`src/esd_consts.svh`:
```
// offsets, field positions, reset values and timing counts of the event source block
`ifndef ESD_CONSTS_SVH
`define ESD_CONSTS_SVH

`define ESD_NCH 4
`define ESD_NMX 4
`define ESD_SW 16
`define ESD_ADDR_W 8
`define ESD_OVS 8
`define ESD_SLOW_DIV 3'h7

`define ESD_OFS_STATUS 8'h00
`define ESD_OFS_LMATRIX 8'h04
`define ESD_OFS_MATRIX 8'h08
`define ESD_OFS_SOFT 8'h0c
`define ESD_OFS_FINE_THR 8'h10
`define ESD_OFS_COARSE_THR 8'h14
`define ESD_OFS_LEVEL0 8'h20
`define ESD_OFS_HYST0 8'h24
`define ESD_CH_STRIDE 8'h08

`define ESD_LM_FIELD_W 3
`define ESD_MX_FIELD_W 5
`define ESD_LMATRIX_RST 12'h000
`define ESD_MATRIX_RST 20'h00000
`define ESD_THR_RST 16'h0000
`define ESD_HYST_RST 16'h0000

`endif

```
`src/esd_pkg.sv`:
```
// types of the event source block
package esd_pkg;

  typedef enum logic [1:0] {
    ESD_EDGE_RISING = 2'h0,
    ESD_EDGE_FALLING = 2'h1,
    ESD_EDGE_BOTH = 2'h3,
    ESD_EDGE_NONE = 2'h2
  } esd_edge_type;

  typedef enum logic [2:0] {
    ESD_SRC_INVALID = 3'h0,
    ESD_SRC_FINE = 3'h1,
    ESD_SRC_COARSE = 3'h2,
    ESD_SRC_GENERAL_A = 3'h3,
    ESD_SRC_STAR = 3'h4,
    ESD_SRC_BP_TRIG0 = 3'h5,
    ESD_SRC_BP_TRIG1 = 3'h6,
    ESD_SRC_SOFTWARE = 3'h7
  } esd_src_type;

  function automatic logic esd_edge_match(input logic [1:0] sel, input logic rise, input logic fall);
    logic m;
    m = 1'b0;
    case (sel)
      2'h0: m = rise;
      2'h1: m = fall;
      2'h3: m = rise | fall;
      default: m = 1'b0;
    endcase
    return m;
  endfunction

endpackage

```
`src/esd_event_sources.sv`:
```
// event source block: level detectors, level combiner, port edge detectors, prioritized combiner
//
// The register addresses and the APB interface to the registers were chosen for this implementation.
`include "esd_consts.svh"

module esd_event_sources
  import esd_pkg::*;
(
  // clock and reset
  input wire logic clk,
  input wire logic reset,
  // apb slave
  input wire logic psel,
  input wire logic penable,
  input wire logic pwrite,
  input wire logic [`ESD_ADDR_W-1:0] paddr,
  input wire logic [31:0] pwdata,
  output logic [31:0] prdata,
  output logic pready,
  output logic pslverr,
  // post-processed sample streams
  input wire logic [`ESD_NCH*`ESD_SW-1:0] chan_samples,
  input wire logic [`ESD_NCH-1:0] chan_valid,
  input wire logic acq_running,
  // external port comparator outputs
  input wire logic [`ESD_OVS-1:0] fine_timing_port,
  input wire logic coarse_timing_port,
  input wire logic general_port_a,
  input wire logic backplane_star_source,
  input wire logic backplane_trig0_source,
  input wire logic backplane_trig1_source,
  // comparator thresholds
  output logic [`ESD_SW-1:0] fine_threshold,
  output logic [`ESD_SW-1:0] coarse_threshold,
  // record trigger consumers
  output logic [`ESD_NCH-1:0] chan_level_rise,
  output logic [`ESD_NCH-1:0] chan_level_fall,
  output logic level_matrix_rise,
  output logic level_matrix_fall,
  output logic [2:0] fine_subsample_pos,
  // pulse generator and function module consumers
  output logic pulse_level_matrix_rise,
  output logic pulse_level_matrix_fall,
  output logic matrix_rise,
  output logic matrix_fall,
  output logic [1:0] matrix_input
);

  // ----------------------------------------------------------------
  // register file
  // ----------------------------------------------------------------
  logic [`ESD_NCH*`ESD_LM_FIELD_W-1:0] lmatrix_q;
  logic [`ESD_NMX*`ESD_MX_FIELD_W-1:0] matrix_q;
  logic [`ESD_SW-1:0] fine_thr_q;
  logic [`ESD_SW-1:0] coarse_thr_q;
  logic [`ESD_SW-1:0] level_q [`ESD_NCH];
  logic [`ESD_SW-1:0] hyst_q [`ESD_NCH];
  logic soft_q;
  logic [31:0] prdata_q;
  logic err_q;
  logic [31:0] rd_d;
  logic hit_d;
  logic wr_en;
  logic setup;
  logic [`ESD_NCH-1:0] rise_armed;
  logic [`ESD_NCH-1:0] fall_armed;
  logic [1:0] last_winner_q;

  assign setup = psel && !penable;
  assign wr_en = psel && penable && pwrite;

  // decode shared by read data and the error answer
  always_comb
  begin
    rd_d = 32'h00000000;
    hit_d = 1'b1;
    case (paddr)
      `ESD_OFS_STATUS: rd_d = {22'h000000, last_winner_q, fall_armed, rise_armed};
      `ESD_OFS_LMATRIX: rd_d = {20'h00000, lmatrix_q};
      `ESD_OFS_MATRIX: rd_d = {12'h000, matrix_q};
      `ESD_OFS_SOFT: rd_d = 32'h00000000;
      `ESD_OFS_FINE_THR: rd_d = {16'h0000, fine_thr_q};
      `ESD_OFS_COARSE_THR: rd_d = {16'h0000, coarse_thr_q};
      default:
      begin
        hit_d = 1'b0;
        for (int c = 0; c < `ESD_NCH; c++)
        begin
          if (paddr == `ESD_OFS_LEVEL0 + `ESD_ADDR_W'(c) * `ESD_CH_STRIDE)
          begin
            rd_d = {16'h0000, level_q[c]};
            hit_d = 1'b1;
          end
          if (paddr == `ESD_OFS_HYST0 + `ESD_ADDR_W'(c) * `ESD_CH_STRIDE)
          begin
            rd_d = {16'h0000, hyst_q[c]};
            hit_d = 1'b1;
          end
        end
      end
    endcase
  end

  // answer prepared in setup so read data comes from flops
  always_ff @(posedge clk or posedge reset)
  begin
    if (reset)
    begin
      prdata_q <= 32'h00000000;
      err_q <= 1'b0;
    end
    else if (setup)
    begin
      prdata_q <= pwrite ? 32'h00000000 : rd_d;
      err_q <= !hit_d;
    end
  end

  assign pready = psel && penable;
  assign pslverr = psel && penable && err_q;
  assign prdata = prdata_q;

  always_ff @(posedge clk or posedge reset)
  begin
    if (reset)
    begin
      lmatrix_q <= `ESD_LMATRIX_RST;
      matrix_q <= `ESD_MATRIX_RST;
      fine_thr_q <= `ESD_THR_RST;
      coarse_thr_q <= `ESD_THR_RST;
    end
    else if (wr_en && !err_q)
    begin
      if (paddr == `ESD_OFS_LMATRIX)
        lmatrix_q <= pwdata[`ESD_NCH*`ESD_LM_FIELD_W-1:0];
      if (paddr == `ESD_OFS_MATRIX)
        matrix_q <= pwdata[`ESD_NMX*`ESD_MX_FIELD_W-1:0];
      if (paddr == `ESD_OFS_FINE_THR)
        fine_thr_q <= pwdata[`ESD_SW-1:0];
      if (paddr == `ESD_OFS_COARSE_THR)
        coarse_thr_q <= pwdata[`ESD_SW-1:0];
    end
  end

  // per-channel threshold and margin, independent settings
  always_ff @(posedge clk or posedge reset)
  begin
    if (reset)
    begin
      for (int c = 0; c < `ESD_NCH; c++)
      begin
        level_q[c] <= `ESD_THR_RST;
        hyst_q[c] <= `ESD_HYST_RST;
      end
    end
    else if (wr_en && !err_q)
    begin
      for (int c = 0; c < `ESD_NCH; c++)
      begin
        if (paddr == `ESD_OFS_LEVEL0 + `ESD_ADDR_W'(c) * `ESD_CH_STRIDE)
          level_q[c] <= pwdata[`ESD_SW-1:0];
        if (paddr == `ESD_OFS_HYST0 + `ESD_ADDR_W'(c) * `ESD_CH_STRIDE)
          hyst_q[c] <= pwdata[`ESD_SW-1:0];
      end
    end
  end

  // software event: one pulse per write with bit 0 set, rising polarity only
  always_ff @(posedge clk or posedge reset)
  begin
    if (reset)
      soft_q <= 1'b0;
    else
      soft_q <= wr_en && !err_q && (paddr == `ESD_OFS_SOFT) && pwdata[0];
  end

  assign fine_threshold = fine_thr_q;
  assign coarse_threshold = coarse_thr_q;

  // ----------------------------------------------------------------
  // level detectors and level combiner
  // ----------------------------------------------------------------
  logic [`ESD_NCH-1:0] lv_rise;
  logic [`ESD_NCH-1:0] lv_fall;
  logic lm_rise_q;
  logic lm_fall_q;
  logic lm_rise_d;
  logic lm_fall_d;

  for (genvar g = 0; g < `ESD_NCH; g++)
  begin : g_level
    esd_level_det u_det (
      .clk(clk),
      .reset(reset),
      .sample(chan_samples[g*`ESD_SW +: `ESD_SW]),
      .sample_valid(chan_valid[g]),
      .acq_running(acq_running),
      .threshold(level_q[g]),
      .hysteresis(hyst_q[g]),
      .rise_evt(lv_rise[g]),
      .fall_evt(lv_fall[g]),
      .rise_armed(rise_armed[g]),
      .fall_armed(fall_armed[g])
    );
  end

  // dedicated channel events reach record triggering and nothing else
  assign chan_level_rise = lv_rise;
  assign chan_level_fall = lv_fall;

  // field per channel: bit 0 enable, bits 2:1 edge
  always_comb
  begin
    lm_rise_d = 1'b0;
    lm_fall_d = 1'b0;
    for (int c = 0; c < `ESD_NCH; c++)
    begin
      if (lmatrix_q[c*`ESD_LM_FIELD_W])
      begin
        lm_rise_d = lm_rise_d | esd_edge_match(lmatrix_q[c*`ESD_LM_FIELD_W+1 +: 2], lv_rise[c], 1'b0);
        lm_fall_d = lm_fall_d | esd_edge_match(lmatrix_q[c*`ESD_LM_FIELD_W+1 +: 2], 1'b0, lv_fall[c]);
      end
    end
  end

  // one register stage: two cycles from sample to output, always the same
  always_ff @(posedge clk or posedge reset)
  begin
    if (reset)
    begin
      lm_rise_q <= 1'b0;
      lm_fall_q <= 1'b0;
    end
    else
    begin
      lm_rise_q <= lm_rise_d;
      lm_fall_q <= lm_fall_d;
    end
  end

  assign level_matrix_rise = lm_rise_q;
  assign level_matrix_fall = lm_fall_q;
  assign pulse_level_matrix_rise = lm_rise_q;
  assign pulse_level_matrix_fall = lm_fall_q;

  // ----------------------------------------------------------------
  // fine timing port: eight oversampled bits per clock, bit 0 oldest
  // ----------------------------------------------------------------
  logic fine_last_q;
  logic fine_rise_q;
  logic fine_fall_q;
  logic [2:0] fine_pos_q;
  logic [`ESD_OVS:0] fine_seq;
  logic fine_rise_d;
  logic fine_fall_d;
  logic [2:0] fine_pos_d;

  assign fine_seq = {fine_timing_port, fine_last_q};

  // first transition in the word wins; a glitch inside one word is one event
  always_comb
  begin
    fine_rise_d = 1'b0;
    fine_fall_d = 1'b0;
    fine_pos_d = 3'h0;
    for (int i = `ESD_OVS - 1; i >= 0; i--)
    begin
      if (fine_seq[i+1] != fine_seq[i])
      begin
        fine_rise_d = fine_seq[i+1];
        fine_fall_d = !fine_seq[i+1];
        fine_pos_d = 3'(i);
      end
    end
  end

  always_ff @(posedge clk or posedge reset)
  begin
    if (reset)
    begin
      fine_last_q <= 1'b0;
      fine_rise_q <= 1'b0;
      fine_fall_q <= 1'b0;
      fine_pos_q <= 3'h0;
    end
    else
    begin
      fine_last_q <= fine_timing_port[`ESD_OVS-1];
      fine_rise_q <= fine_rise_d;
      fine_fall_q <= fine_fall_d;
      fine_pos_q <= fine_pos_d;
    end
  end

  assign fine_subsample_pos = fine_pos_q;

  // ----------------------------------------------------------------
  // slow ports: sampled once every eight clocks
  // ----------------------------------------------------------------
  localparam int NSLOW = 5;
  logic [2:0] div_q;
  logic [NSLOW-1:0] slow_in;
  logic [NSLOW-1:0] slow_smp_q;
  logic [NSLOW-1:0] slow_rise_q;
  logic [NSLOW-1:0] slow_fall_q;

  assign slow_in = {backplane_trig1_source, backplane_trig0_source, backplane_star_source,
                    general_port_a, coarse_timing_port};

  always_ff @(posedge clk or posedge reset)
  begin
    if (reset)
      div_q <= 3'h0;
    else
      div_q <= div_q + 3'h1;
  end

  for (genvar s = 0; s < NSLOW; s++)
  begin : g_slow
    always_ff @(posedge clk or posedge reset)
    begin
      if (reset)
      begin
        slow_smp_q[s] <= 1'b0;
        slow_rise_q[s] <= 1'b0;
        slow_fall_q[s] <= 1'b0;
      end
      else if (div_q == `ESD_SLOW_DIV)
      begin
        slow_smp_q[s] <= slow_in[s];
        slow_rise_q[s] <= slow_in[s] && !slow_smp_q[s];
        slow_fall_q[s] <= !slow_in[s] && slow_smp_q[s];
      end
      else
      begin
        slow_rise_q[s] <= 1'b0;
        slow_fall_q[s] <= 1'b0;
      end
    end
  end

  // ----------------------------------------------------------------
  // prioritized combiner over external ports and software
  // ----------------------------------------------------------------
  logic [7:0] src_rise;
  logic [7:0] src_fall;
  logic mx_hit_d;
  logic mx_rise_d;
  logic mx_fall_d;
  logic [1:0] mx_idx_d;
  logic mx_rise_q;
  logic mx_fall_q;
  logic [1:0] mx_idx_q;

  // index by source code; code 0 carries nothing
  assign src_rise = {soft_q, slow_rise_q[4:1], slow_rise_q[0], fine_rise_q, 1'b0};
  assign src_fall = {1'b0, slow_fall_q[4:1], slow_fall_q[0], fine_fall_q, 1'b0};

  always_comb
  begin
    mx_hit_d = 1'b0;
    mx_rise_d = 1'b0;
    mx_fall_d = 1'b0;
    mx_idx_d = 2'h0;
    // walk from lowest priority up so input 0 lands last
    for (int m = `ESD_NMX - 1; m >= 0; m--)
    begin
      if (matrix_q[m*`ESD_MX_FIELD_W +: 3] != ESD_SRC_INVALID)
      begin
        if (esd_edge_match(matrix_q[m*`ESD_MX_FIELD_W+3 +: 2],
                           src_rise[matrix_q[m*`ESD_MX_FIELD_W +: 3]],
                           src_fall[matrix_q[m*`ESD_MX_FIELD_W +: 3]]))
        begin
          mx_hit_d = 1'b1;
          mx_rise_d = src_rise[matrix_q[m*`ESD_MX_FIELD_W +: 3]] &&
                      matrix_q[m*`ESD_MX_FIELD_W+3 +: 2] != ESD_EDGE_FALLING;
          mx_fall_d = src_fall[matrix_q[m*`ESD_MX_FIELD_W +: 3]] &&
                      matrix_q[m*`ESD_MX_FIELD_W+3 +: 2] != ESD_EDGE_RISING;
          mx_idx_d = 2'(m);
        end
      end
    end
  end

  always_ff @(posedge clk or posedge reset)
  begin
    if (reset)
    begin
      mx_rise_q <= 1'b0;
      mx_fall_q <= 1'b0;
      mx_idx_q <= 2'h0;
      last_winner_q <= 2'h0;
    end
    else
    begin
      mx_rise_q <= mx_rise_d;
      mx_fall_q <= mx_fall_d;
      mx_idx_q <= mx_hit_d ? mx_idx_d : 2'h0;
      if (mx_hit_d)
        last_winner_q <= mx_idx_d;
    end
  end

  // separate from the level combiner; usable by triggers and functions
  assign matrix_rise = mx_rise_q;
  assign matrix_fall = mx_fall_q;
  assign matrix_input = mx_idx_q;

endmodule

```
`src/esd_level_det.sv`:
```
// per-channel level crossing detector with arm hysteresis
`include "esd_consts.svh"

module esd_level_det
  import esd_pkg::*;
(
  // clock and reset
  input wire logic clk,
  input wire logic reset,
  // sample stream
  input wire logic signed [`ESD_SW-1:0] sample,
  input wire logic sample_valid,
  input wire logic acq_running,
  // settings
  input wire logic signed [`ESD_SW-1:0] threshold,
  input wire logic [`ESD_SW-1:0] hysteresis,
  // events and state
  output logic rise_evt,
  output logic fall_evt,
  output logic rise_armed,
  output logic fall_armed
);

  logic signed [`ESD_SW+1:0] s_x;
  logic signed [`ESD_SW+1:0] thr_x;
  logic signed [`ESD_SW+1:0] rise_lvl;
  logic signed [`ESD_SW+1:0] fall_lvl;
  logic rise_fire;
  logic fall_fire;
  logic rise_armed_q;
  logic fall_armed_q;
  logic rise_q;
  logic fall_q;

  // widened so threshold +/- margin never wraps
  assign s_x = {{2{sample[`ESD_SW-1]}}, sample};
  assign thr_x = {{2{threshold[`ESD_SW-1]}}, threshold};
  assign rise_lvl = thr_x - $signed({2'h0, hysteresis});
  assign fall_lvl = thr_x + $signed({2'h0, hysteresis});

  // fire only from an arm taken on an earlier sample
  assign rise_fire = sample_valid && acq_running && rise_armed_q && (s_x >= thr_x);
  assign fall_fire = sample_valid && acq_running && fall_armed_q && (s_x <= thr_x);

  always_ff @(posedge clk or posedge reset)
  begin
    if (reset)
      rise_armed_q <= 1'b0;
    else if (!acq_running)
      rise_armed_q <= 1'b0;
    else if (rise_fire)
      rise_armed_q <= 1'b0;
    else if (sample_valid && (s_x <= rise_lvl))
      rise_armed_q <= 1'b1;
  end

  always_ff @(posedge clk or posedge reset)
  begin
    if (reset)
      fall_armed_q <= 1'b0;
    else if (!acq_running)
      fall_armed_q <= 1'b0;
    else if (fall_fire)
      fall_armed_q <= 1'b0;
    else if (sample_valid && (s_x >= fall_lvl))
      fall_armed_q <= 1'b1;
  end

  always_ff @(posedge clk or posedge reset)
  begin
    if (reset)
    begin
      rise_q <= 1'b0;
      fall_q <= 1'b0;
    end
    else
    begin
      rise_q <= rise_fire;
      fall_q <= fall_fire;
    end
  end

  assign rise_evt = rise_q;
  assign fall_evt = fall_q;
  assign rise_armed = rise_armed_q;
  assign fall_armed = fall_armed_q;

endmodule

```
`config.mk`:
```
export PLATFORM = sky130hd
export DESIGN_NAME = esd_event_sources
export DESIGN_NICKNAME = d
export VERILOG_FILES = /design/src/esd_pkg.sv /design/src/esd_event_sources.sv /design/src/esd_level_det.sv
export VERILOG_INCLUDE_DIRS = /design/src
export SDC_FILE = /design/constraint.sdc
export NUM_CORES = 1
export LEC_CHECK = 0
export ABC_AREA = 1
export BUFFER_PORTS_ARGS = -buffer_cell sky130_fd_sc_hd__buf_2
export CORE_MARGIN = 2
export CORE_UTILIZATION = 62
export CTS_CLUSTER_DIAMETER = 150
export DETAILED_ROUTE_END_ITERATION = 8
export PLACE_DENSITY = 0.82
export SLEW_MARGIN = 0
export SYNTH_ARGS = -nofsm -noshare
export SYNTH_HDL_FRONTEND = slang
export SYNTH_HIERARCHICAL = 1
export SYNTH_SLANG_ARGS = --single-unit
```
`constraint.sdc`:
```
create_clock -name clk -period 7.9 [get_ports clk]
set_input_delay 0.395 -clock clk [delete_from_list [all_inputs] [get_ports clk]]
set_output_delay 0.395 -clock clk [all_outputs]
set_load 0.05 [all_outputs]
```
After elaboration in Yosys (flattened, before gate mapping)
Index checks and enable logic that the tools add are counted.
{ "word_totals": {"reg_bits": 274, "inputBits": 127, "output_inout_bits": 85, "wordCells": 414} }
{ "classes": {"add_sub_neg": 9, "order_cmp": 20, "eq_ne": 50, "n_mux": 156, "bitwise": 10, "n_reduce_logical": 112} }
{ "ops": {"columns": ["cell", "count"], "rows": [
  ["$mux W32", 8],
  ["$pmux W32 S6", 1],
  ["$mux W1", 117],
  ["$add A16 B17 Y18", 4],
  ["$ge A16 B18 Y1", 4],
  ["$le A16 B18 Y1", 4],
  ["$sub A16 B17 Y18", 4],
  ["$eq A8 B6 Y1 const B", 8],
  ["$ge A16 B16 Y1", 4],
  ["$le A16 B16 Y1", 4],
  ["$logic_and A1 B1 Y1", 53],
  ["$bmux W1 S3", 8],
  ["$mux W3", 8],
  ["$ne A3 B1 Y1 const B", 8],
  ["$reduce_and A2 Y1", 12],
  ["$logic_not A1 Y1", 21],
  ["$mux W2", 9],
  ["$eq A2 B1 Y1 const B", 8],
  ["$eq A2 B2 Y1 const B", 8],
  ["$eq A8 B4 Y1 const B", 2],
  ["$eq A8 B5 Y1 const B", 2],
  ["$logic_not A2 Y1", 8],
  ["$lt A3 B4 Y1 const B", 4],
  ["$mux W16", 1],
  ["other kinds (12)", 47]
]} }

Depth between registers and ports, before layout
{ "depth": {"word_depth": 14, "mapped_depth": 26, "ltp_nobuf": 25} }

Hierarchy
Netlist, hierarchy kept.
{ "modules_own_cells": {"columns": ["module", "instances", "cells_per_inst", "area_each_um2", "seq_area_each_um2"], "rows": [
  ["esd_event_sources", 1, 1554, 12040.3, 6155.9],
  ["esd_level_det at g_level[0].u_det ...", 2, 521, 3382.0, 100.1],
  ["esd_level_det at g_level[2].u_det ...", 2, 512, 3303.2, 100.1]
]} }

Worst setup path after synthesis
No wires, ideal clock.
{ "synth_timing": {"kind": "flip-flop to flip-flop", "start": "register level_q[16] (netlist bit)", "end": "register g_level[2].u_det.fall_armed_q", "setup_ns": 0.077, "arrival_time_ns": 2.882, "t_required_ns": 7.823, "setup_slack_ns": 4.941, "stages_incl_launch_ff": 21, "n_path_buf": 0, "synth_period_minus_slack_ns": 2.959, "cell_sequence": "dfrtp_1 -> ha_1 -> inv_1 -> fa_1 -> or2_4 -> a21oi_4 -> nand4_1 -> nand3_2 -> a21oi_2 -> xor2_1 -> ha_1 -> nand2_1 -> nor2_1 -> nand2_1 -> nor2_1 -> nand2_1 -> nand3_1 -> nand2_1 -> nand3_1 -> nand2_1 -> a21oi_1"} }
{ "synth_between": {"elab_chain_len": 4} }
{ "synth_rtl": {"columns": ["element", "line", "rtl"], "rows": [
  ["from (decl)", "esd_event_sources.sv:56", "logic [`ESD_SW-1:0] level_q [`ESD_NCH];"],
  ["from (signal, indexed assignment)", "esd_event_sources.sv:152", "level_q[c] <= `ESD_THR_RST;"],
  ["from (signal, indexed assignment)", "esd_event_sources.sv:161", "level_q[c] <= pwdata[`ESD_SW-1:0];"],
  ["$add A16 B17 Y18 / $le A16 B16 Y1 (equally long branches)", "esd_level_det.sv:39, esd_level_det.sv:43", null],
  ["$ge A16 B18 Y1 / $logic_and A1 B1 Y1 (equally long branches)", "esd_level_det.sv:65, esd_level_det.sv:43", null],
  ["$logic_and A1 B1 Y1 / $mux W1 (equally long branches)", "esd_level_det.sv:65, esd_level_det.sv:63", null],
  ["$ne A3 B1 Y1 (no source line) / $mux W1 (equally long branches)", null, null],
  ["to (signal assigned)", "esd_level_det.sv:62", "fall_armed_q <= 1'b0;"],
  ["to (signal assigned)", "esd_level_det.sv:64", "fall_armed_q <= 1'b0;"],
  ["to (signal assigned)", "esd_level_det.sv:66", "fall_armed_q <= 1'b1;"],
  ["to (decl)", "esd_level_det.sv:31", "logic fall_armed_q;"]
]} }
Parallel ways exist; a longest one is shown, timed or not.
A chain may end at the register's enable or synchronous reset.

Worst setup path after layout
{ "layout_timing": {"start": "register level_q[56] (netlist bit)", "end": "register g_level[0].u_det.fall_armed_q"} }
{ "layout_between": {"elab_chain_len": 4} }
{ "layout_rtl": {"columns": ["element", "line"], "rows": [
  ["$add A16 B17 Y18 / $le A16 B16 Y1 (equally long branches)", "esd_level_det.sv:39, esd_level_det.sv:43"],
  ["$ge A16 B18 Y1 / $logic_and A1 B1 Y1 (equally long branches)", "esd_level_det.sv:65, esd_level_det.sv:43"],
  ["$logic_and A1 B1 Y1 / $mux W1 (equally long branches)", "esd_level_det.sv:65, esd_level_det.sv:63"],
  ["$ne A3 B1 Y1 (no source line) / $mux W1 (equally long branches)", null],
  ["to (signal assigned)", "esd_level_det.sv:62"],
  ["to (signal assigned)", "esd_level_det.sv:64"],
  ["to (signal assigned)", "esd_level_det.sv:66"],
  ["to (decl)", "esd_level_det.sv:31"]
]} }
Parallel ways exist; a longest one is shown, timed or not.

==> impl_metrics.ini <==
[run_status]
status = finished clean

[clocking]
numCtsBuffers = 26
cts_root_buf = clkbuf_16
cts_hold_buf = 2
cts_sinks = 262
cts_tree = built
max-clock-path-buffers = 3
cts_setup_buffers = 0
post_cts_resized = 0
h-tree-depth = 1
path_clk_slew_ns = 0.07
clk-insertion-delay-late_ns = 0.54

[die]
coreArea_um2 = 40600
start_util = 0.625
pin_count = 212
rows = 74
dieArea_um2 = 42600
fp.dieH_um = 206
die_w_um = 206

[placement]
place_area_um2 = 26400
hpwl_mm = 58.7
place.gp.congestion = 0.997
io_buffer_count = 187

[critical_path]
path_max_fanout = 7
endpoint_kind = register
reg2reg_to = g_level[0].u_det/fall_armed
crit_type = register to register
rrSetupSlack_ns = 4.11
rr_startpoint = level_q[56]
crit_arrival_ns = 4.22
worst_setup_path_start_kind = register
ff2ff_path_depth = 18
endpoint = g_level[0].u_det/fall_armed
crit_required_ns = 8.32
startpoint = level_q[56]

[timing]
setup-violations-final = 0
max-slew-margin-rel = 0.218
fin_crit_ns = 3.79
clock.fmax_mhz = 264
rsz0062_at_grt = false
finClkSkew_ns = 0.0203
hold_viol = 0
worst_pin_slew_ns = 1.17
drv_slew = 0
finalCritPeriodShare = 0.480
finalSetupTns_ns = 0

[final_layout]
nNetsFinal = 4206
area_growth_pct = 7.40
layout-drive-gt1-share = 0.108
multi_input_area_um2 = 16200
final_core_util = 0.671
seq_area_um2 = 6560
stdcell_area_um2 = 27300
fillCellCount = 3508

[global_route]
gr-total-overflow = 0
grt.total_usage = 0.348
antenna_found_initial = 5
grt_max_degree = 126
grt_pass1_vias = 21900
grt_pass1_wl_mm = 116

[route]
drc_errors = 0
drt_pass1_iterations = 6
wirelength_mm = 74.2
first_iter_violations = 2318
ant_nets = 0
routed_via_density = 5.60
vias = 23900
wl_per_cell_um = 17.4

[synth]
yosys_warnings = 6
ys_seq_elements = 262
syn_area_per_cell_um2 = 7.02
synth_edf_count = 0
synth_flop_cell = dfrtp_1
yosysUniqueCellTypes = 56
async_reset_ff_frac = 1.00
synthCells = 3620
synth_area_um2 = 25400
yosysSeqAreaShare = 0.258

[power]
p_int_w = 0.00237
swShare = 0.301
seq_power_share = 0.410
p_sw_w = 0.00102
leakagePower_nw = 14.5
vdd_drop_max_mv = 0.167
power_frac_clock = 0.386
p_comb_frac = 0.204
powerDensity_nw_per_um2 = 125

[flow_run]
maxCapViolCount = 0

[worst_hold_path]
hp-class = primary input to register
-- kinds of logic (layout without fill, tap and decap cells) --
| kind of cell | count (synthesis) | in the layout | share of synthesized area |
|---|---|---|---|
| AND/OR/NAND/NOR | 1577 | 1577 | 0.258 |
| buffers and inverters | 667 | 775 | 0.108 |
| AO/OA/AOI/OAI | 631 | 631 | 0.154 |
| adder cells (fa/ha/maj) | 360 | 360 | 0.180 |
| flip-flops | 262 | 262 | 0.258 |
| XOR/XNOR | 122 | 122 | 0.0421 |
| other | 1 | 15 | 0.000148 |
-- final cells by class --
class,instances,area share
Inverter,535,0.0743
Antenna cell,3,0.000275
Clock buffer,38,0.0281
Sequential cell,262,0.240
Tap cell,532,0.0244
Clock inverter,10,0.00504
Timing Repair Buffer,192,0.0359
Multi-Input combinational cell,2702,0.592
-- power by group through the flow --
stage | combinational (W) | sequential (W) | clock [W]
2_1_floorplan | 0.000464 | 0.00143 | 0
3_3_place_gp | 0.000667 | 0.00142 | 0
3_5_place_dp | 0.000686 | 0.00142 | 0
4_1_cts | 0.000690 | 0.00139 | 0.00130
5_1_grt | 0.000790 | 0.00140 | 0.00136
6_report | 0.000695 | 0.00139 | 0.00131
-- cell usage in the layout (no fill, tap or decap), types with 5 or more instances in the layout --
master / n
o21ai_2: 12
a21oi_2: 34
o21ai_0: 243
nand4_1: 23
o21ai_4: 10
clkbuf_8: 5
o21bai_1: 39
nand3b_1: 8
o21ai_1: 31
clkbuf_1: 6
nand2_1: 1003
o211ai_1: 9
nor3_1: 25
a31oi_1: 8
nand3_2: 10
nor2_2: 14
conb_1: 12
nor2_1: 255
a21o_1: 14
fa_1: 8
buf_2: 187
nand2_2: 19
xor2_1: 112
inv_2: 29
o22ai_1: 6
ha_1: 352
clkbuf_16: 27
nand3_1: 185
or2_0: 7
xnor2_1: 10
a21oi_4: 18
inv_1: 500
a21oi_1: 186
nor4_1: 8
dfrtp_1: 262
-- per-stage QoR --
stage          hold slack [ns]  total power [W]  setup slack (ns)  cells
2_1_floorplan            0.161          0.00190             0.747   3631
3_3_place_gp             0.408          0.00208              4.25   4221
3_5_place_dp             0.412          0.00210              4.24   4221
4_1_cts                 0.0218          0.00339              4.23   4271
5_1_grt                 0.0323          0.00355              3.87   4273
6_report                0.0287          0.00340              4.11   4274
-- sequential cells by signal, summed over array words and instances, names as in the netlist, 4 cells and up --
name,cells
coarse_threshold,16
fine_threshold,16
g_level.u_det/fall_armed,4
g_level.u_det/fall_evt,4
g_level.u_det/rise_armed,4
g_level.u_det/rise_evt,4
hyst_q,64
level_q,64
lmatrix_q,12
matrix_q,20
prdata,20
slow_fall_q,5
slow_rise_q,5
slow_smp_q,5
-- cells in the mapped netlist, drive strengths merged (4+ instances only) --
cell | instances | area [um2]
nor3 | 27 | 151
o21bai | 45 | 375
fa | 8 | 160
o22ai | 6 | 37.5
xor2 | 112 | 981
nand2 | 1023 | 3890
inv | 530 | 1990
xnor2 | 10 | 87.6
nor2 | 273 | 1090
o211ai | 9 | 67.6
and3 | 4 | 25.0
o21ai | 296 | 1640
clkinv | 5 | 30.0
or2 | 12 | 80.1
o31ai | 4 | 30.0
a21o | 14 | 105
clkbuf | 55 | 211
nand4 | 23 | 144
a21oi | 238 | 1520
nand3b | 8 | 60.1
buf | 77 | 513
dfrtp | 262 | 6560
a31oi | 8 | 50.1
nand3 | 195 | 1030
nor4 | 8 | 50.1
ha | 352 | 4400
a21boi | 4 | 30.0
-- critical path, cell delays in order (launching register included) --
cell	delay (ns)
dfrtp_1	0.48
ha_1	0.50
inv_2	0.09
a21oi_1	0.20
a21boi_1	0.26
o21ai_0	0.16
nand2_1	0.09
nand3_1	0.13
xor2_1	0.17
ha_1	0.34
nand2_1	0.08
nor2_1	0.27
nand3_1	0.11
nor2_1	0.11
nor2_1	0.07
nand3b_1	0.08
nand3_1	0.23
a21oi_1	0.23
nor2_1	0.05
-- worst min path at each step --
| stage | depth (start not counted) | startpoint | slack, ns | to |
|---|---|---|---|---|
| after floorplan | 1 | reset | 0.16 | g_level[0].u_det/fall_armed |
| final | 2 | backplane_star_source | 0.03 | slow_fall_q[2] |
| after global placement | 1 | slow_smp_q[1] | 0.41 | slow_rise_q[1] |
| after global routing | 2 | backplane_star_source | 0.03 | slow_fall_q[2] |
| after detailed placement | 1 | slow_smp_q[0] | 0.41 | slow_rise_q[0] |
| after CTS | 2 | backplane_star_source | 0.02 | slow_fall_q[2] |
-- metal layers --
layer,global-route usage,part of all wire,wire (um)
met1,0.487,0.43,31700
met2,0.540,0.43,32300
met3,0.0531,0.096,7130
met4,0.134,0.042,3090
met5,0,0.00018,13
Note: power is estimated with default switching activity, not from simulation.
